### src/bus_timing_defs.svh
// Register addresses, field positions, reset values and cycle counts
`ifndef BUS_TIMING_DEFS_SVH
`define BUS_TIMING_DEFS_SVH

// Register addresses on the core bus
`define A_BUS_UNIT_CFG        24'hFF_F900
`define A_IO_ZONE_TIMING_CFG       24'hFF_F902
`define A_FLCFG       24'hFF_F904
`define A_Z1CFG       24'hFF_F906
`define A_Z2CFG       24'hFF_F908

// Reset values and masks
`define RST_ZONE_CFG  16'h069F
`define RST_EWR       1'h1
`define CFG_RW_MASK   16'h0EFF
`define BUS_UNIT_CFG_FIXED    2'h3

// Zone configuration fields
`define F_WAIT        2:0
`define F_HOLD        4:3
`define B_RBE         5
`define B_WBR         6
`define B_BW          7
`define B_POST        9
`define B_PRE         10
`define B_FRE         11
`define B_EWR         0

// Address ranges
`define FL_PRG_LO     24'h00_0000
`define FL_PRG_HI     24'h03_FFFF
`define FL_DAT_LO     24'h0E_0000
`define FL_DAT_HI     24'h0E_1FFF
`define RAM0_LO       24'h0E_8000
`define RAM0_HI       24'h0E_91FF
`define RAM1_LO       24'h0E_C000
`define RAM1_HI       24'h0E_EBFF
`define PER0_LO       24'h0E_F000
`define PER0_HI       24'h0E_F1FF
`define PER1_LO       24'hFF_0000
`define PER1_HI       24'hFF_FBFF
`define IO_LO         24'hFF_FB00
`define IO_HI         24'hFF_FBFF

// Cycle counts
`define FAST_CYC      4'h1
`define NORM_CYC      4'h2
`define EARLY_CYC     4'h3
`define FL_RD_EXTRA   4'h1
`define FL_LATE_EXTRA 4'h1
`define FL_EARLY_EXTRA 4'h2
`define FL_FAST_WR    4'h1
`define PER_WAIT      4'h1
`define ACK_LAG       6'h01

`endif

### src/bus_timing_pkg.sv
// Types shared by the bus timing design
package bus_timing_pkg;

  typedef enum logic [2:0] {Z_NONE, Z_FLASH, Z_RAM, Z_PERIPH, Z_IO, Z_EXT1, Z_EXT2} zone_t;
  typedef enum logic [1:0] {PH_IDLE, PH_GAP, PH_ACC, PH_HOLD} phase_t;

  typedef struct packed {
    logic [23:0] addr;
    logic        write;
    logic        word;
    logic [15:0] wdata;
  } core_req_t;

  typedef struct packed {
    logic [3:0] acc;
    logic [1:0] hold;
    logic       pre;
    logic       post;
    logic       split;
    logic       burst;
    logic       bwait;
  } timing_t;

  typedef struct packed {
    logic zone1_select_out;
    logic zone2_select_out;
    logic rd;
    logic wr;
  } ext_ctl_t;

  typedef struct packed {
    phase_t      ph;
    logic [3:0]  cnt;
    zone_t       zone;
    zone_t       last;
    logic        last_post;
    logic        half;
    core_req_t   req;
    timing_t     tm;
    logic [15:0] cfg_io;
    logic [15:0] cfg_fl;
    logic [15:0] cfg_z1;
    logic [15:0] cfg_z2;
    logic        early_write_select;
    logic        ack;
    logic        ready;
    logic [15:0] rdata;
    logic [23:0] mem_addr;
    ext_ctl_t    ext;
    logic [5:0]  run_len;
    logic        nogap;
  } state_t;

endpackage

### src/zone_timing_calc.sv
// Per-access cycle counts derived from a zone configuration word
`timescale 1ns/1ps
`include "bus_timing_defs.svh"
module zone_timing_calc (
  input  wire bus_timing_pkg::zone_t   zone,
  input  wire logic [15:0]             cfg,
  input  wire logic                    write,
  input  wire logic                    word,
  input  wire logic                    early_write_select,
  output bus_timing_pkg::timing_t      tm
);
  import bus_timing_pkg::*;

  logic       fast_read_enable;
  logic [3:0] wt;

  // Fast read overrides wait and hold; the I/O zone has no fast read bit
  always_comb begin
    fast_read_enable      = cfg[`B_FRE] && (zone != Z_IO);
    wt       = fast_read_enable ? 4'h0 : {1'b0, cfg[`F_WAIT]};
    tm       = '0;
    tm.hold  = fast_read_enable ? 2'h0 : cfg[`F_HOLD];
    tm.pre   = cfg[`B_PRE] && (zone != Z_IO);
    tm.post  = cfg[`B_POST];
    tm.split = word && !cfg[`B_BW];
    tm.burst = !write && !fast_read_enable && cfg[`B_RBE] && tm.split;
    tm.bwait = tm.burst && cfg[`B_WBR];
    case (zone)
      Z_FLASH: begin
        if (!write) begin
          tm.acc = fast_read_enable ? `FAST_CYC : `NORM_CYC + wt + `FL_RD_EXTRA;
        end else if (fast_read_enable) begin
          tm.acc  = `NORM_CYC + `FL_FAST_WR;
          tm.hold = 2'h0;
        end else begin
          tm.acc = `NORM_CYC + wt + (early_write_select ? `FL_EARLY_EXTRA : `FL_LATE_EXTRA);
        end
      end
      Z_IO, Z_EXT1, Z_EXT2: begin
        if (!write) begin
          tm.acc = fast_read_enable ? `FAST_CYC : `NORM_CYC + wt;
        end else begin
          tm.acc = (early_write_select ? `EARLY_CYC : `NORM_CYC) + wt;
        end
      end
      Z_PERIPH: begin
        // Fixed timing regardless of any configuration word
        tm.acc   = `NORM_CYC + `PER_WAIT;
        tm.hold  = 2'h0;
        tm.pre   = 1'b1;
        tm.post  = 1'b0;
        tm.split = 1'b0;
        tm.burst = 1'b0;
        tm.bwait = 1'b0;
      end
      default: begin
        // RAM and unmapped space finish in one cycle
        tm.acc   = `FAST_CYC;
        tm.hold  = 2'h0;
        tm.pre   = 1'b0;
        tm.post  = 1'b0;
        tm.split = 1'b0;
        tm.burst = 1'b0;
        tm.bwait = 1'b0;
      end
    endcase
  end

endmodule

### src/static_zone_bus_timing.sv
// Bus interface timing: zone configuration registers and access sequencer
//
// Overview of operation
// - Wait field adds zero to seven cycles
// - Hold field adds zero to three cycles
// - Fast read disregards wait and hold
// - Burst for word reads, not fast read
// - Burst wait bit adds one cycle
// - Width bit zero means eight-bit zone
// - Fast read one cycle, normal two plus
// - Post idle before different next zone
// - Preliminary idle before different new zone
// - Off-chip zone configs reset to 069Fh
// - Zone configs drive their own selects
// - Flash timing for program and data ranges
// - Flash fast read in one cycle
// - Flash normal read waits field plus one
// - Flash write in fast mode: one wait
// - Flash write waits plus one or two
// - RAM always single cycle
// - Peripherals: one wait, one preliminary idle
// - I/O zone uses its own config
// - Early write bit, reset selects early
//
// Flash fast read is only legal up to a 24 MHz core clock; nothing here
// checks the clock, so software must not set it at full speed.
`timescale 1ns/1ps
`include "bus_timing_defs.svh"
module static_zone_bus_timing #(
  parameter logic [23:0] EXT1_BASE = 24'h40_0000,
  parameter logic [23:0] EXT1_LAST = 24'h7F_FFFF,
  parameter logic [23:0] EXT2_BASE = 24'h80_0000,
  parameter logic [23:0] EXT2_LAST = 24'hBF_FFFF
) (
  input  wire logic                    clk,
  input  wire logic                    rst,
  input  wire logic                    req_valid,
  input  wire bus_timing_pkg::core_req_t req,
  input  wire logic [15:0]             mem_rdata,
  output logic                         req_ready,
  output logic                         ack,
  output logic [15:0]                  rdata,
  output logic [23:0]                  mem_addr,
  output bus_timing_pkg::ext_ctl_t     ext
);
  import bus_timing_pkg::*;

  // ********************************************************
  // Parameter checks
  // ********************************************************
  if (EXT1_LAST < EXT1_BASE || EXT2_LAST < EXT2_BASE) begin : g_bad_range
    $error("external zone range ends below its base");
  end

  state_t      s;
  state_t      next_s;
  zone_t       dz;
  timing_t     dtm;
  logic [15:0] dcfg;
  logic        accept;
  logic        diff;
  logic [1:0]  gap;
  logic        finish;
  logic        active;

  // ********************************************************
  // Address decode
  // ********************************************************
  // The I/O zone sits inside the peripheral range, so it is tested first
  function automatic zone_t decode(input logic [23:0] a);
    zone_t z;
    z = Z_NONE;
    if ((a >= `FL_PRG_LO && a <= `FL_PRG_HI) ||
        (a >= `FL_DAT_LO && a <= `FL_DAT_HI)) begin
      z = Z_FLASH;
    end else if ((a >= `RAM0_LO && a <= `RAM0_HI) ||
                 (a >= `RAM1_LO && a <= `RAM1_HI)) begin
      z = Z_RAM;
    end else if (a >= `IO_LO && a <= `IO_HI) begin
      z = Z_IO;
    end else if ((a >= `PER0_LO && a <= `PER0_HI) ||
                 (a >= `PER1_LO && a <= `PER1_HI)) begin
      z = Z_PERIPH;
    end else if (a >= EXT1_BASE && a <= EXT1_LAST) begin
      z = Z_EXT1;
    end else if (a >= EXT2_BASE && a <= EXT2_LAST) begin
      z = Z_EXT2;
    end
    return z;
  endfunction

  assign dz = decode(req.addr);

  // Pick the configuration word that governs the decoded zone
  always_comb begin
    case (dz)
      Z_FLASH: dcfg = s.cfg_fl;
      Z_IO:    dcfg = s.cfg_io;
      Z_EXT1:  dcfg = s.cfg_z1;
      Z_EXT2:  dcfg = s.cfg_z2;
      default: dcfg = 16'h0000;
    endcase
  end

  zone_timing_calc u_calc (
    .zone  (dz),
    .cfg   (dcfg),
    .write (req.write),
    .word  (req.word),
    .early_write_select   (s.early_write_select),
    .tm    (dtm)
  );

  // ********************************************************
  // Access sequencer
  // ********************************************************
  // Idle cycles only appear when the zone changes; both may stack
  assign accept = req_valid && s.ready;
  assign diff   = (dz != s.last);
  assign gap    = {1'b0, diff && s.last_post} + {1'b0, diff && dtm.pre};

  always_comb begin
    next_s         = s;
    next_s.ack     = 1'b0;
    next_s.run_len = s.run_len + 6'h01;
    finish         = 1'b0;
    case (s.ph)
      PH_IDLE: begin
        if (accept) begin
          next_s.req     = req;
          next_s.zone    = dz;
          next_s.tm      = dtm;
          next_s.half    = 1'b0;
          next_s.run_len = 6'h01;
          next_s.nogap   = (gap == 2'h0);
          if (gap != 2'h0) begin
            next_s.ph  = PH_GAP;
            next_s.cnt = {2'h0, gap} - 4'h1;
          end else begin
            next_s.ph  = PH_ACC;
            next_s.cnt = dtm.acc - 4'h1;
          end
        end
      end
      PH_GAP: begin
        if (s.cnt != 4'h0) begin
          next_s.cnt = s.cnt - 4'h1;
        end else begin
          next_s.ph  = PH_ACC;
          next_s.cnt = s.tm.acc - 4'h1;
        end
      end
      PH_ACC: begin
        // Wait cycles extend the address phase before any hold
        if (s.cnt != 4'h0) begin
          next_s.cnt = s.cnt - 4'h1;
        end else if (s.tm.hold != 2'h0) begin
          next_s.ph  = PH_HOLD;
          next_s.cnt = {2'h0, s.tm.hold} - 4'h1;
        end else begin
          finish = 1'b1;
        end
      end
      PH_HOLD: begin
        if (s.cnt != 4'h0) begin
          next_s.cnt = s.cnt - 4'h1;
        end else begin
          finish = 1'b1;
        end
      end
      default: begin
        next_s.ph = PH_IDLE;
      end
    endcase

    // End of one bus cycle: second byte of a split word, or completion
    if (finish && s.tm.split && !s.half) begin
      next_s.half       = 1'b1;
      next_s.rdata[7:0] = mem_rdata[7:0];
      next_s.ph         = PH_ACC;
      if (s.tm.burst) begin
        next_s.cnt = {3'h0, s.tm.bwait};
      end else begin
        next_s.cnt = s.tm.acc - 4'h1;
      end
    end else if (finish) begin
      next_s.ph        = PH_IDLE;
      next_s.ack       = 1'b1;
      next_s.last      = s.zone;
      next_s.last_post = s.tm.post;
      if (s.tm.split) begin
        next_s.rdata[15:8] = mem_rdata[7:0];
      end else begin
        next_s.rdata = mem_rdata;
      end
      // Register reads and writes land at the end of their bus cycle
      case (s.req.addr)
        `A_BUS_UNIT_CFG: begin
          if (s.req.write) begin
            next_s.early_write_select = s.req.wdata[`B_EWR];
          end
          next_s.rdata = {13'h0000, `BUS_UNIT_CFG_FIXED, s.early_write_select};
        end
        `A_IO_ZONE_TIMING_CFG: begin
          if (s.req.write) begin
            next_s.cfg_io = s.req.wdata & `CFG_RW_MASK;
          end
          next_s.rdata = s.cfg_io;
        end
        `A_FLCFG: begin
          if (s.req.write) begin
            next_s.cfg_fl = s.req.wdata & `CFG_RW_MASK;
          end
          next_s.rdata = s.cfg_fl;
        end
        `A_Z1CFG: begin
          if (s.req.write) begin
            next_s.cfg_z1 = s.req.wdata & `CFG_RW_MASK;
          end
          next_s.rdata = s.cfg_z1;
        end
        `A_Z2CFG: begin
          if (s.req.write) begin
            next_s.cfg_z2 = s.req.wdata & `CFG_RW_MASK;
          end
          next_s.rdata = s.cfg_z2;
        end
        default: begin
        end
      endcase
    end

    // Outputs registered from the next state
    active          = (next_s.ph == PH_ACC) || (next_s.ph == PH_HOLD);
    next_s.ready    = (next_s.ph == PH_IDLE);
    next_s.mem_addr = {next_s.req.addr[23:1], next_s.req.addr[0] | next_s.half};
    next_s.ext.zone1_select_out = active && (next_s.zone == Z_EXT1);
    next_s.ext.zone2_select_out = active && (next_s.zone == Z_EXT2);
    next_s.ext.rd   = (next_s.ext.zone1_select_out || next_s.ext.zone2_select_out) && !next_s.req.write;
    next_s.ext.wr   = (next_s.ext.zone1_select_out || next_s.ext.zone2_select_out) && next_s.req.write &&
                      (next_s.ph == PH_ACC);
  end

  // ********************************************************
  // State register
  // ********************************************************
  // Reset state: all four zone words at their documented value, early write
  always_ff @(posedge clk) begin
    if (rst) begin
      s           <= '0;
      s.ph        <= PH_IDLE;
      s.zone      <= Z_NONE;
      s.last      <= Z_NONE;
      s.cfg_io    <= `RST_ZONE_CFG;
      s.cfg_fl    <= `RST_ZONE_CFG;
      s.cfg_z1    <= `RST_ZONE_CFG;
      s.cfg_z2    <= `RST_ZONE_CFG;
      s.early_write_select       <= `RST_EWR;
      s.ready     <= 1'b1;
    end else begin
      s <= next_s;
    end
  end

  assign req_ready = s.ready;
  assign ack       = s.ack;
  assign rdata     = s.rdata;
  assign mem_addr  = s.mem_addr;
  assign ext       = s.ext;
endmodule

### config.mk
export PLATFORM = sky130hd
export DESIGN_NAME = static_zone_bus_timing
export DESIGN_NICKNAME = d
export VERILOG_FILES = /design/src/bus_timing_pkg.sv /design/src/zone_timing_calc.sv /design/src/static_zone_bus_timing.sv
export VERILOG_INCLUDE_DIRS = /design/src
export SDC_FILE = /design/constraint.sdc
export NUM_CORES = 1
export LEC_CHECK = 0
export BUFFER_PORTS_ARGS = -buffer_cell sky130_fd_sc_hd__buf_2
export CORE_MARGIN = 4
export CORE_UTILIZATION = 40
export CTS_BUF_LIST = sky130_fd_sc_hd__clkbuf_2
export DETAILED_ROUTE_END_ITERATION = 16
export HOLD_SLACK_MARGIN = 0.05
export SYNTH_ARGS = -nofsm -noshare
export SYNTH_HDL_FRONTEND = slang
export SYNTH_SLANG_ARGS = --single-unit
### constraint.sdc
create_clock -name clk -period 4.7 [get_ports clk]
set_input_delay 0.47 -clock clk [delete_from_list [all_inputs] [get_ports clk]]
set_output_delay 0.47 -clock clk [all_outputs]
set_load 0.1 [all_outputs]
---- After elaboration in Yosys (flattened, before gate mapping) ----
Index checks and enable logic that the tools add are counted.
word-level totals
  register bits after elaboration ......... 158
  latch bits .............................. 0
  memory bits (writable) .................. 0
  bits in read-only memories .............. 0
  bits of input ports ..................... 61
  output and inout bits ................... 46
  word-level logic and storage cells ...... 186
  memories ................................ 0
cells by class
  add/subtract/negate cells ............... 10
  multiply operators ...................... 0
  divide/modulo/power cells ............... 0
  $lt $le $gt $ge ......................... 17
  eq/ne operators ......................... 23
  shifts and indexed selects .............. 0
  muxes and demuxes ....................... 49
  bitwise operators ....................... 2
  reductions and logical operators ........ 54
operators with widths
  cell                                                                  number
  equality test 24 bit (second input constant)                          5
  two-way mux 54 bit                                                    2
  greater-or-equal comparator 24 x 20 -> 1 bit (second input constant)  4
  less-or-equal comparator 24 x 20 -> 1 bit (second input constant)     4
  case mux 16 bit (5 select lines)                                      1
  greater-or-equal comparator 24 bit (second input constant)            3
  less-or-equal comparator 24 bit (second input constant)               2
  case mux 12 bit (4 select lines)                                      1
  two-way mux 4 bit                                                     10
  two-way mux 8 bit                                                     4
  logical AND 1 bit                                                     26
  greater-or-equal comparator 24 x 1 -> 1 bit (second input constant)   1
  greater-or-equal comparator 24 x 23 -> 1 bit (second input constant)  1
  less-or-equal comparator 24 x 18 -> 1 bit (second input constant)     1
  less-or-equal comparator 24 x 23 -> 1 bit (second input constant)     1
  two-way mux 3 bit                                                     8
  AND reduction 4 bit                                                   5
  two-way mux 2 bit                                                     8
  case mux 4 bit (4 select lines)                                       1
  equality test 3 bit (second input constant)                           5
  two-way mux 6 bit                                                     2
  case mux 4 bit (3 select lines)                                       1
  subtractor 4 x 1 -> 4 bit (second input constant)                     3
  case mux 5 bit (2 select lines)                                       1
  30 further kinds                                                      55

---- Longest topological paths before layout ----
Gate-level depths: netlist of the first run.
  depth after elaboration ................. 31
  mapped depth ............................ 18
  mapped depth without buffers ............ 16

---- By module ----
From an unflattened synthesis of the first run, not the netlist that was laid out.
unflattened totals
  cells, all modules ...................... 861
  area total of the unflattened synthesis .. 7204.4 um2
by module, submodules not included
  module                  times used  cells each  area each (um2)  sequential area each (um2)
  static_zone_bus_timing  1           794         6687.7           2562.5
  zone_timing_calc        1           67          516.7            0.0

---- Worst setup path before layout of the first run ----
Ideal clock, no wire load.
  kind .................................... input-to-reg
  from .................................... input req[40] in the netlist's numbering
  to ...................................... register s[180] in the netlist's numbering
  library setup time ...................... 0.086 ns
  data arrival time ....................... 3.911 ns
  required time ........................... 4.614 ns
  slack ................................... 0.704 ns
  cell stages on the path ................. 18
  path buffers ............................ 2
  cell sequence ........................... clkbuf_1 > nand4_1 > nor4_1 > clkbuf_1 > a222oi_1 > a21boi_0 > nand2b_1 > inv_1 > fa_1 > a311oi_1 > a211oi_1 > nor2b_1 > ha_1 > nand2_1 > o21ai_0 > o221ai_1 > a21oi_1 > a211oi_1
on the way
  longest elaborated chain between the ends .. 22
  elaborated cells on any way between the ends .. 69
  those cells by class .................... 7 x add/sub; 17 x order compare; 7 x eq/ne; 19 x mux; 19 x reduce/logical
RTL lines
  item                                                                                          RTL line                       RTL
  start: declaration                                                                            static_zone_bus_timing.sv:38   input wire bus_timing_pkg::core_req_t req,
  greater-or-equal comparator 24 bit / less-or-equal comparator 24 bit (equally long branches)  static_zone_bus_timing.sv:86   end else if (a >= EXT2_BASE && a <= EXT2_LAST) begin
  logical AND 1 bit                                                                             static_zone_bus_timing.sv:86
  two-way mux 3 bit                                                                             static_zone_bus_timing.sv:86
  two-way mux 3 bit                                                                             static_zone_bus_timing.sv:84   end else if (a >= EXT1_BASE && a <= EXT1_LAST) begin
  two-way mux 3 bit                                                                             static_zone_bus_timing.sv:81   end else if ((a >= `PER0_LO && a <= `PER0_HI) ||
  two-way mux 3 bit                                                                             static_zone_bus_timing.sv:79   end else if (a >= `IO_LO && a <= `IO_HI) begin
  two-way mux 3 bit                                                                             static_zone_bus_timing.sv:76   end else if ((a >= `RAM0_LO && a <= `RAM0_HI) ||
  two-way mux 3 bit *                                                                           static_zone_bus_timing.sv:73   if ((a >= `FL_PRG_LO && a <= `FL_PRG_HI) ||
  (+6 left out)                                                                                 -
  two-way mux 4 bit, on equally long branches                                                   -
  two-way mux 4 bit                                                                             zone_timing_calc.sv:30         if (!write) begin
  case mux 4 bit (3 select lines)                                                               zone_timing_calc.sv:28         case (zone)
  subtractor 4 x 1 -> 4 bit                                                                     static_zone_bus_timing.sv:141  next_s.cnt = dtm.acc - 4'h1;
  two-way mux 6 bit *                                                                           static_zone_bus_timing.sv:136  if (gap != 2'h0) begin
  two-way mux 9 bit *                                                                           static_zone_bus_timing.sv:129  if (accept) begin
  case mux 4 bit (4 select lines) *                                                             static_zone_bus_timing.sv:127  case (s.ph)
  two-way mux 4 bit *                                                                           static_zone_bus_timing.sv:177  if (finish && s.tm.split && !s.half) begin
  end signal: assignment                                                                        static_zone_bus_timing.sv:261  s <= next_s;
  end: declaration                                                                              static_zone_bus_timing.sv:55   state_t s;
Mark *: on every way between the ends. The rest lies on a longest branch, timed or not. The select of a mux whose other input is x is not followed.
A chain may end at the register's enable or synchronous reset.

---- Worst setup path in the final report of the first run ----
  from .................................... input req[28] in the netlist's numbering
  to ...................................... register s, in the netlist ext[0]
on the way
  longest elaborated chain between the ends .. 26
  elaborated cells on any way between the ends .. 66
  those cells by class .................... 1 x add/sub; 17 x order compare; 11 x eq/ne; 14 x mux; 23 x reduce/logical
RTL lines
  item                                                                                          RTL line                                                      RTL
  greater-or-equal comparator 24 bit / less-or-equal comparator 24 bit (equally long branches)  static_zone_bus_timing.sv:86
  logical AND 1 bit                                                                             static_zone_bus_timing.sv:86
  two-way mux 3 bit                                                                             static_zone_bus_timing.sv:86
  two-way mux 3 bit                                                                             static_zone_bus_timing.sv:84
  two-way mux 3 bit                                                                             static_zone_bus_timing.sv:81
  two-way mux 3 bit                                                                             static_zone_bus_timing.sv:79
  two-way mux 3 bit                                                                             static_zone_bus_timing.sv:76
  two-way mux 3 bit *                                                                           static_zone_bus_timing.sv:73
  (+10 left out)                                                                                -
  two-way mux 2 bit                                                                             static_zone_bus_timing.sv:186                                 end else if (finish) begin
  two-way mux 2 bit                                                                             static_zone_bus_timing.sv:177
  equality test 2 bit, on equally long branches                                                 static_zone_bus_timing.sv:234, static_zone_bus_timing.sv:241
  logical OR 1 bit                                                                              static_zone_bus_timing.sv:234                                 active = (next_s.ph == PH_ACC) || (next_s.ph == PH_HOLD);
  logical AND 1 bit, on equally long branches                                                   static_zone_bus_timing.sv:237, static_zone_bus_timing.sv:238
  logical OR 1 bit                                                                              static_zone_bus_timing.sv:240                                 next_s.ext.wr = (next_s.ext.zone1_select_out || next_s.ext.zone2_select_out) && next_s.req.write &&
  logical AND 1 bit                                                                             static_zone_bus_timing.sv:240
  logical AND 1 bit *                                                                           static_zone_bus_timing.sv:240
Marks and branches as above.

==> impl_results.md, run 1 <==
* Syn-to-layout area delta at 15.9%
* Status: finished, final reports clean
* End of the critical path: ext[0]
* Kind of critical path: primary input to flip-flop
* Synth top area share at between 30% and 40%
* Largest stage delay on the critical path at a little under 600 ps
* Global-route wire length before repair at 29.6 mm
* Relative slew slack at between 20% and 30%
* Least-Margin Pin Slew at 1110 ps
* Crit start category: primary input
* GP Congestion at between 0.8 and 0.9
* Crit. End Element: flip-flop
* WL final at 18.8 mm
* Via count of the routed design at between 6,000 and 7,000
* Worst path bufs/invs at 2
* Port Buffers at 101
* Worst setup margin at about 540 ps
* Starting DRT DRC Count at just under 700
* PD cells at 454 nW/um^2
* Reg clk slew, reported paths at between 150 and 200 ps
* RR Startpoint: s[97]
* Min cycle time layout at ~4200 ps
* R2r setup slk at 850 ps
* Unrepaired setup endpoints after global routing: false
* Die Area at 19,000 sq um
* Most Frequent Cell on Critical Path: nor2_1
* Clock buffer count from CTS at 17
* Ys async rst share at 0%
* Yosys warns at 0
* Antenna-violating nets left at 0
* Layout net count at roughly 1,000
* FF-to-FF End: s[180]
* EDFF count, synth at 0
* Clock sink count at roughly 130
* Hold Fails Final Rpt at 0
* CP Depth at 16
* Clock Path Buffers at 2
* IO Pins at 107
* CTS tree: built
* Largest family of logic cells by synthesized area: simple AND/OR/NAND/NOR gates
* Maximum VDD drop at about 0.20 mV
* Clock Skew at between 40 and 50 ps
* Vias in the first global route at 5,702
* Cells after synthesis at 831
* HPWL Detailed at 13.2 mm
* Number of remaining DRC errors at 0
* Setup violations, final at 0
* Min Hold Slack at about 140 ps
* CP top delay family: simple AND/OR/NAND/NOR gates
* First-pass iteration count of the detailed router at 6
* Drt wl/cell at 16.3 um
* Crit path launch: req[28]
* Area leader, netlist: dfxtp_1
* Ys flop type: dfxtp_1
* Core area at roughly 17,000 sq um
* Synthesized area at 6750 sq um
* Slew Viols, Final at 0
* Peak fanout along the critical path at 7
* Largest net degree at the start of global routing at 85
* Yosys reg bits at around 130
* Synth Area in Compound Gates at approximately a fifth
* Post-Synth XOR/XNOR Area at ~1.4%
* Post-Synth Simple-Gate Area at between 20% and 30%
* Critical Path RT at roughly 5300 ps
* Leak pwr at 0.00300 uW
* Max Cap Violations at 0
* Die width at ~140 um
* Mux cell area share after synthesis at roughly 2.7%
* R2R cell count at 16
* Remaining global-route overflow at 0
* Tcrit/Tclk final at between 80% and 90%
* Synth cell types at 66
* Critical Path AT at approximately 4800 ps
* Max Freq at about 0.24 GHz
* Synth Area in Adders at ~2.7%
* Sequential fraction of the synthesis area at a little under two fifths
* Share of layout cells above drive strength 1 at a little under a fifth
* Worst min path class: primary input to flip-flop
* Via density at about 5.4
* CP max-delay cell: or4_1
* Row cnt at 47
* H-tree levels at 4
* Clock root cell: clkbuf_2
* Die H at roughly 140 um
* Area contributors post-synth: dfxtp_1 38%, nand2_1 7.7%, a21oi_1 5.7%, buf_4 5.0%, nor2_1 3.8%
* Dpl ws at ~370 ps
* GRT Util Overall at around 20%
* Clk Latency, worst-skew pair at 700 ps
* Critical-path cell list: dlygate4sd3_1 > buf_2 > nand4b_1 > or4_1 > a211oi_1 > nor2_1 > a21oi_1 > xnor2_1 > o31ai_1 > ha_1 > a31oi_1 > nor2_1 > o21ai_0 > and2_1 > or3_1 > nor4_1
* Syn Area/Cell at about 8.1 sq um
* Initial antenna violation count at 1
* Syn Nets at 906
* Post-Route Setup TNS at 0 ps
* Initial Util at 40.8%
## logic make-up (layout without fill, tap and decap cells)
kind of cell               count (synthesis)  in the layout
xor gates and xnor gates                  11             11
and+or+nand+nor                          349            349
adders and majority gates                 14             14
muxes                                     18             18
other                                      0              1
buffers and inverters                    106            210
AOI/OAI and AO/OA                        205            205
DFF                                      128            128
## routing by layer
layer  GRT usage (%)  share of wire [%]  up-vias
met5               0                  0        -
met4            7.03                2.5        0
met3            4.10                5.2       30
met2            32.6                 47      157
met1            26.2                 45     2894
li1                -                  -     3119
## what timing repair did
action,4_1_cts,5_1_grt
buffers inserted,0,0
hold buffers,37,0
gates resized for setup,0,0
endpoints found under the hold margin,37,0
## registers in the layout (all words and copies together) (netlist names)
register / flops
s: 105
mem_addr: 1
req_ready: 1
rdata: 16
ack: 1
ext: 4
## cells in the final DEF, fill, tap and decap left out, types with 4 or more instances in the layout
cell and count:
clkbuf_2 18, nand3_1 13, o22ai_1 4, buf_4 28, nand4_1 10, a31oi_1 6, clkinv_2 4, a311oi_1 4
a22oi_1 10, buf_2 100, a21oi_1 77, a221o_1 6, xnor2_1 9, dlygate4sd3_1 37, mux2i_1 18, o211ai_1 6
a221oi_1 9, a222oi_1 9, nor2b_1 37, or3_1 8, nor2_1 68, dfxtp_1 128, nand2b_1 9, nor3_1 22
a211oi_1 12, nand3b_1 10, ha_1 13, nand2_1 139, a211o_1 26, inv_1 14, o21ai_0 13
## tightest hold or removal path, stage by stage
cell	delay, ps
buf_2	100
nor2_1	90
or3_1	100
a21oi_1	50
## synthesized netlist by cell type, types with 14 or more instances
library cell and count:
a211o_1 26, a21oi_1 77, buf_4 45, clkbuf_1 34, dfxtp_1 128, inv_1 14
mux2i_1 18, nand2_1 139, nand3_1 14, nor2_1 68, nor2b_1 37, nor3_1 23
## report_power, final
part	total (uW)	leakage, uW	switching, uW	internal (uW)
clock network	694	0.000146	405	288
logic	1480	0.00181	1090	388
registers	1380	0.00104	149	1230
total	3550	0.00300	1640	1910
## how the worst min path moves through the flow
stage               cells after the start  slack, ps         start       end
CTS                                     3         80  mem_rdata[2]  rdata[2]
global route                            3        100  mem_rdata[2]  rdata[2]
finish                                  4        140  mem_rdata[5]  rdata[5]
global placement                        2        440      rdata[1]  rdata[1]
detailed placement                      2        450      rdata[1]  rdata[1]
floorplan                               2        430        s[176]    s[173]
## per-stage QoR
stage / cells / utilization (%) / power [uW] / instance area [sq um]
3_3_place_gp: 1087 / 43.6 / 2850 / 7210
2_1_floorplan: 831 / - / 2630 / 6750
6_report: 1156 / 47.3 / 3550 / 7820
4_1_cts: 1155 / 47.3 / 3570 / 7820
3_5_place_dp: 1087 / 43.6 / 2860 / 7210
5_1_grt: 1156 / 47.3 / 3770 / 7820
## cell type report
| cell class | count | area (sq um) |
|---|---|---|
| clock inverter | 13 | 146 |
| timing repair buffer | 165 | 1080 |
| fill | 1684 | 8700 |
| sequential | 128 | 2560 |
| multi-input combinational | 597 | 3610 |
| antenna | 1 | 2.50 |
| clock buffer | 18 | 90.1 |
| tap | 220 | 275 |
| inverter | 14 | 52.6 |
No activity file was read; power rests on OpenSTA's default activity.
==> run 2, diff against run 1 <==
Settings changed: CORE_MARGIN 4 to unset.
==> impl_results.md, run 2 (synthesized netlist as in run 1, its figures left out) <==
* Clock Path Buffers at 2 (unchanged)
* R2R cell count at 17 (+1)
* Die Area at 17,400 sq um (-8.5%)
* Most flop-heavy register: s
* Syn-to-layout area delta at 15.4%
* Hold Crit Start: mem_rdata[1]
* Largest stage delay on the critical path at 530 ps (-50 ps)
* Hold Fails Final Rpt at 0 (unchanged)
* Die width at 132 um (-4.4%)
* Area after DPL at 7230 sq um (+0.28%)
* Antenna-violating nets left at 0 (unchanged)
* HPWL Detailed at 12.9 mm (-2.7%)
* Fin area at 7790 sq um (-0.43%)
* Clock sink count at 128 (unchanged)
* Peak fanout along the critical path at 13 (+6)
* Critical Path RT at 5360 ps (+50 ps)
* CP max-delay cell: dlygate4sd3_1
* Largest net degree at the start of global routing at 67 (-21%)
* Clock buffer count from CTS at 17 (unchanged)
* Leak pwr at 0.00299 uW (-0.51%)
* Kind of critical path: primary input to flip-flop
* Max Cap Violations at 0 (unchanged)
* Initial antenna violation count at 1 (unchanged)
* Layout net count at 998 (unchanged)
* R2r setup slk at 1030 ps (+180 ps)
* Port Buffers at 101 (unchanged)
* Initial Util at 40.8% (unchanged)
* RR Startpoint: s[97]
* Number of remaining DRC errors at 0 (unchanged)
* Hold path endpoint: rdata[1]
* Clock root cell: clkbuf_2
* Post-route total power at 3470 uW (-2.3%)
* Via density at 5.37 (+0.19%)
* Via count of the routed design at 6,212 (+0.19%)
* Core area at 16,500 sq um (unchanged)
* Die H at 132 um (-4.4%)
* Critical-path cell list: dlygate4sd3_1 > buf_2 > nand4_1 > nor4_2 > buf_12 > a222oi_1 > a21oi_1 > ha_1 > inv_1 > fa_1 > a311oi_1 > a211oi_1 > nor2b_1 > ha_1 > nand2_1 > o21ai_0 > o221ai_1 > a21oi_1 > a211oi_1
* Min cycle time layout at 4010 ps (-145 ps)
* GRT Util Overall at 21.5% (+1.5 points)
* Tcrit/Tclk final at 85.3% (-3.1 points)
* Vias in the first global route at 5,630 (-1.3%)
* Relative slew slack at 36.2% (+11 points)
* WHS Path Cells at 3 (-1)
* Row cnt at 47 (unchanged)
* Crit. End Element: flip-flop
* Maximum VDD drop at 0.208 mV (+4.2%)
* Worst min path class: primary input to flip-flop
* FF-to-FF End: s[180]
* IO Pins at 107 (unchanged)
* Most frequent cells in the layout: 139 x nand2_1, 128 x dfxtp_1, 100 x buf_2, 77 x a21oi_1, 68 x nor2_1
* GP Congestion at 0.835 (-0.96%)
* First-pass iteration count of the detailed router at 7 (+1)
* Clock Skew at 42.6 ps (-1.38 ps)
* Crit start category: primary input
* Post-CTS setup buffers at 0 (unchanged)
* Post-Route Setup TNS at 0 ps (unchanged)
* H-tree levels at 4 (unchanged)
* WL final at 18.5 mm (-1.6%)
* Clk Latency, worst-skew pair at 710 ps (about the same)
* Critical Path AT at 4670 ps (-100 ps)
* Hold_buf cts at 36 (-2.7%)
* Max Freq at 0.249 GHz (+3.6%)
* Remaining global-route overflow at 0 (unchanged)
* CTS tree: built
* Drt wl/cell at 16.0 um (-1.6%)
* Share of layout cells above drive strength 1 at 19.0% (+0.43 points)
* Least-Margin Pin Slew at 952 ps (-159 ps)
* Slew Viols, Final at 0 (unchanged)
* Reg clk slew, reported paths at 220 ps (+40 ps)
* Max reg flops at 105 (unchanged)
* PD cells at 445 nW/um^2 (-1.9%)
* Starting DRT DRC Count at 500 (-27%)
* Commonest non-fill, non-tap cell in the layout: nand2_1
* Unrepaired setup endpoints after global routing: false
* PostCTS Resize Cnt at 0 (unchanged)
* Setup violations, final at 0 (unchanged)
* Status: finished, final reports clean
* Global-route wire length before repair at 29.6 mm (-0.26%)
run 2: how the worst max path moves through the flow:
| stage | startpoint | end |
|---|---|---|
| after detailed placement | req[40] | s[180] |
| after floorplan | req[40] | s[180] |
| after CTS | req[40] | s[180] |
| after global routing | req[40] | s[180] |
| after global placement | req[40] | s[180] |
| final | req[40] | s[180] |
run 2: cell type report:
type	instances	area, sq um
Clock buffer	20	100
Fill cell	1695	8740
Timing Repair Buffer	165	1090
Clock inverter	11	92.6
Multi-Input combinational cell	597	3610
Tap cell	220	275
Antenna cell	1	2.50
Sequential cell	128	2560
Inverter	14	52.6
run 2: where the power goes:
group	internal, uW	switching [uW]	total (uW)
Clock	190	415	605
Combinational	390	1090	1480
Sequential	1230	147	1380
run 2: routing by layer:
metal / wire length [um] / GRT usage (%) / vias to the layer above
li1: - / - / 3114
met1: 8530 / 28.3 / 2952
met2: 8940 / 35.3 / 120
met3: 706 / 3.69 / 26
met4: 342 / 7.56 / 0
met5: 0 / 0 / -
run 2: per-stage QoR:
| stage | cells | setup WS (ps) | hold WS (ps) | utilization (%) |
|---|---|---|---|---|
| floorplan | 831 | 704 | 432 | - |
| global placement | 1088 | 543 | 441 | 43.8 |
| detailed placement | 1088 | 486 | 448 | 43.8 |
| CTS | 1155 | 745 | 60.5 | 47.1 |
| global route | 1156 | 442 | 111 | 47.1 |
| finish | 1156 | 689 | 138 | 47.1 |
run 2: critical path: cells and delay by family:
family,cells,cell delay [ps]
compound gates,8,1270
fa+ha+maj,3,1000
buf+inv,4,990
simple gates,4,930
==> run 3, diff against run 2 <==
Settings changed: RECOVER_POWER set to 100.
==> impl_results.md, run 3 (synthesized netlist as in run 1, its figures left out) <==
* Status: complete, but fails checks
* Failing checks: max-capacitance violations, max-slew violations
* Global-route wire length before repair at 29.6 mm (unchanged)
* Critical-path cell list: or4_4 > or4_1 > or3_1 > nor3_1 > a221oi_1 > or3_1 > a21oi_1
* H-tree levels at 4 (unchanged)
* Syn-to-layout area delta at 13.5%
* GRT Util Overall at 21.5% (unchanged)
* PD cells at 448 nW/um^2 (+0.65%)
* Post-Route Setup TNS at 0 ps (unchanged)
* Largest net degree at the start of global routing at 67 (unchanged)
* Area of the multi-input gates at 3570 sq um (-1.0%)
* Critical Path RT at 5320 ps (-40 ps)
* Kind of critical path: flip-flop to flip-flop
* Port Buffers at 101 (unchanged)
* Row cnt at 47 (unchanged)
* Vias in the first global route at 5,630 (unchanged)
* Core area at 16,500 sq um (unchanged)
* Flip-flop and latch area at 2560 sq um (unchanged)
* Leak pwr at 0.00274 uW (-8.1%)
* Remaining global-route overflow at 0 (unchanged)
* Min Hold Slack at 142 ps (+3.49 ps)
* Fillers at 1,720 (+1.5%)
* Die Area at 17,400 sq um (unchanged)
* Most Frequent Cell on Critical Path: or3_1
* IO Pins at 107 (unchanged)
* Clock sink count at 128 (unchanged)
* Peak fanout along the critical path at 12 (-1)
* CP max-delay cell: nor3_1
* Clock buffer count from CTS at 17 (unchanged)
* Drt wl/cell at 16.0 um (-0.21%)
* First-pass iteration count of the detailed router at 7 (unchanged)
* Number of remaining DRC errors at 0 (unchanged)
* CP Depth at 7 (-12)
* Post-route total power at 3430 uW (-1.0%)
* Share of layout cells above drive strength 1 at 12.3% (-6.7 points)
* Starting DRT DRC Count at 486 (-2.8%)
* Die width at 132 um (unchanged)
* Tcrit/Tclk final at 90.4% (+5.0 points)
* Most flop-heavy register: s
* Max reg flops at 105 (unchanged)
* Layout net count at 998 (unchanged)
* R2R cell count at 7 (-10)
* Least-Margin Pin Slew at 1650 ps (+698 ps)
* Unrepaired setup endpoints after global routing: false
* Most frequent cells in the layout: 139 x nand2_1, 128 x dfxtp_1, 77 x a21oi_1, 68 x nor2_1, 57 x clkbuf_1
* Critical Path AT at 4870 ps (+200 ps)
* Dpl ws at 486 ps (unchanged)
* Reg clk slew, reported paths at 190 ps (-30 ps)
* CTS tree: built
* Clk Latency, worst-skew pair at 720 ps (about the same)
* Max Freq at 0.235 GHz (-5.6%)
* Die H at 132 um (unchanged)
* Hold Fails Final Rpt at 0 (unchanged)
* HPWL Detailed at 12.9 mm (unchanged)
* Crit start category: flip-flop
* Initial Util at 40.8% (unchanged)
* Initial antenna violation count at 1 (unchanged)
* GP Congestion at 0.835 (unchanged)
* Worst path bufs/invs at 0 (-4)
* WHS Path Cells at 3 (unchanged)
* Max Cap Violations at 2 (+2)
* Via density at 5.40 (+0.42%)
* Min cycle time layout at 4250 ps (+236 ps)
* Clock Path Buffers at 2 (unchanged)
* Maximum VDD drop at 0.205 mV (-1.1%)
* Worst setup margin at 453 ps (-236 ps)
* Via count of the routed design at 6,238 (+0.42%)
* Slew Viols, Final at 13 (+13)
* Setup violations, final at 0 (unchanged)
* Relative slew slack at -10.9% (-47 points)
* CP top delay family: simple AND/OR/NAND/NOR gates
* Worst min path class: primary input to flip-flop
* WL final at 18.5 mm (-0.21%)
* Commonest non-fill, non-tap cell in the layout: nand2_1
* Clock root cell: clkbuf_2
* Clock Skew at 42.5 ps (-0.118 ps)
* Antenna-violating nets left at 0 (unchanged)
* Largest stage delay on the critical path at 1270 ps (+740 ps)
* Crit. End Element: flip-flop
* PostCTS Resize Cnt at 0 (unchanged)
run 3: path summary, 6_finish.rpt:
path | endpoint | from | slack [ps]
min reg2reg | rdata[4] | rdata[4] | 470
max | rdata[3] | s[151] | 450
max reg2reg | rdata[3] | s[151] | 450
min | rdata[1] | mem_rdata[1] | 140
run 3: stage by stage:
stage                     util, %  std cells  cell area (sq um)
after global placement       43.8       1088               7230
after floorplan                 -        831               6750
after detailed placement     43.8       1088               7230
after CTS                    47.1       1155               7780
after global routing         46.3       1156               7650
final                        46.3       1156               7650
run 3: worst register-to-register path, delay by kind of cell, from the launching register on:
kind            cells  cell delay (ps)
simple gates        5             3270
compound gates      2              530
flops               1              370
run 3: where the power goes:
part	total, uW	internal, uW	switching, uW
registers	1380	1230	148
logic	1450	357	1090
clock network	605	190	415
run 3: cell type report:
type | instances | share of cell area (%)
inverters | 14 | 0.686
clock buffers | 20 | 1.31
clock inverters | 11 | 1.21
flip-flops and latches | 128 | 33.5
repair buffers | 165 | 13.0
well taps | 220 | 3.60
multi-input cells | 597 | 46.7
diodes | 1 | 0.0327
run 3: timing repair:
action,in CTS,in global routing
endpoints found under the hold margin,36,0
hold buffers,36,0
setup buffers,0,0
run 3: per-layer routing:
metal | GRT usage, % | routed length, um
met5 | 0 | 0
met4 | 7.56 | 344
met3 | 3.69 | 841
met2 | 35.3 | 8930
met1 | 28.3 | 8370
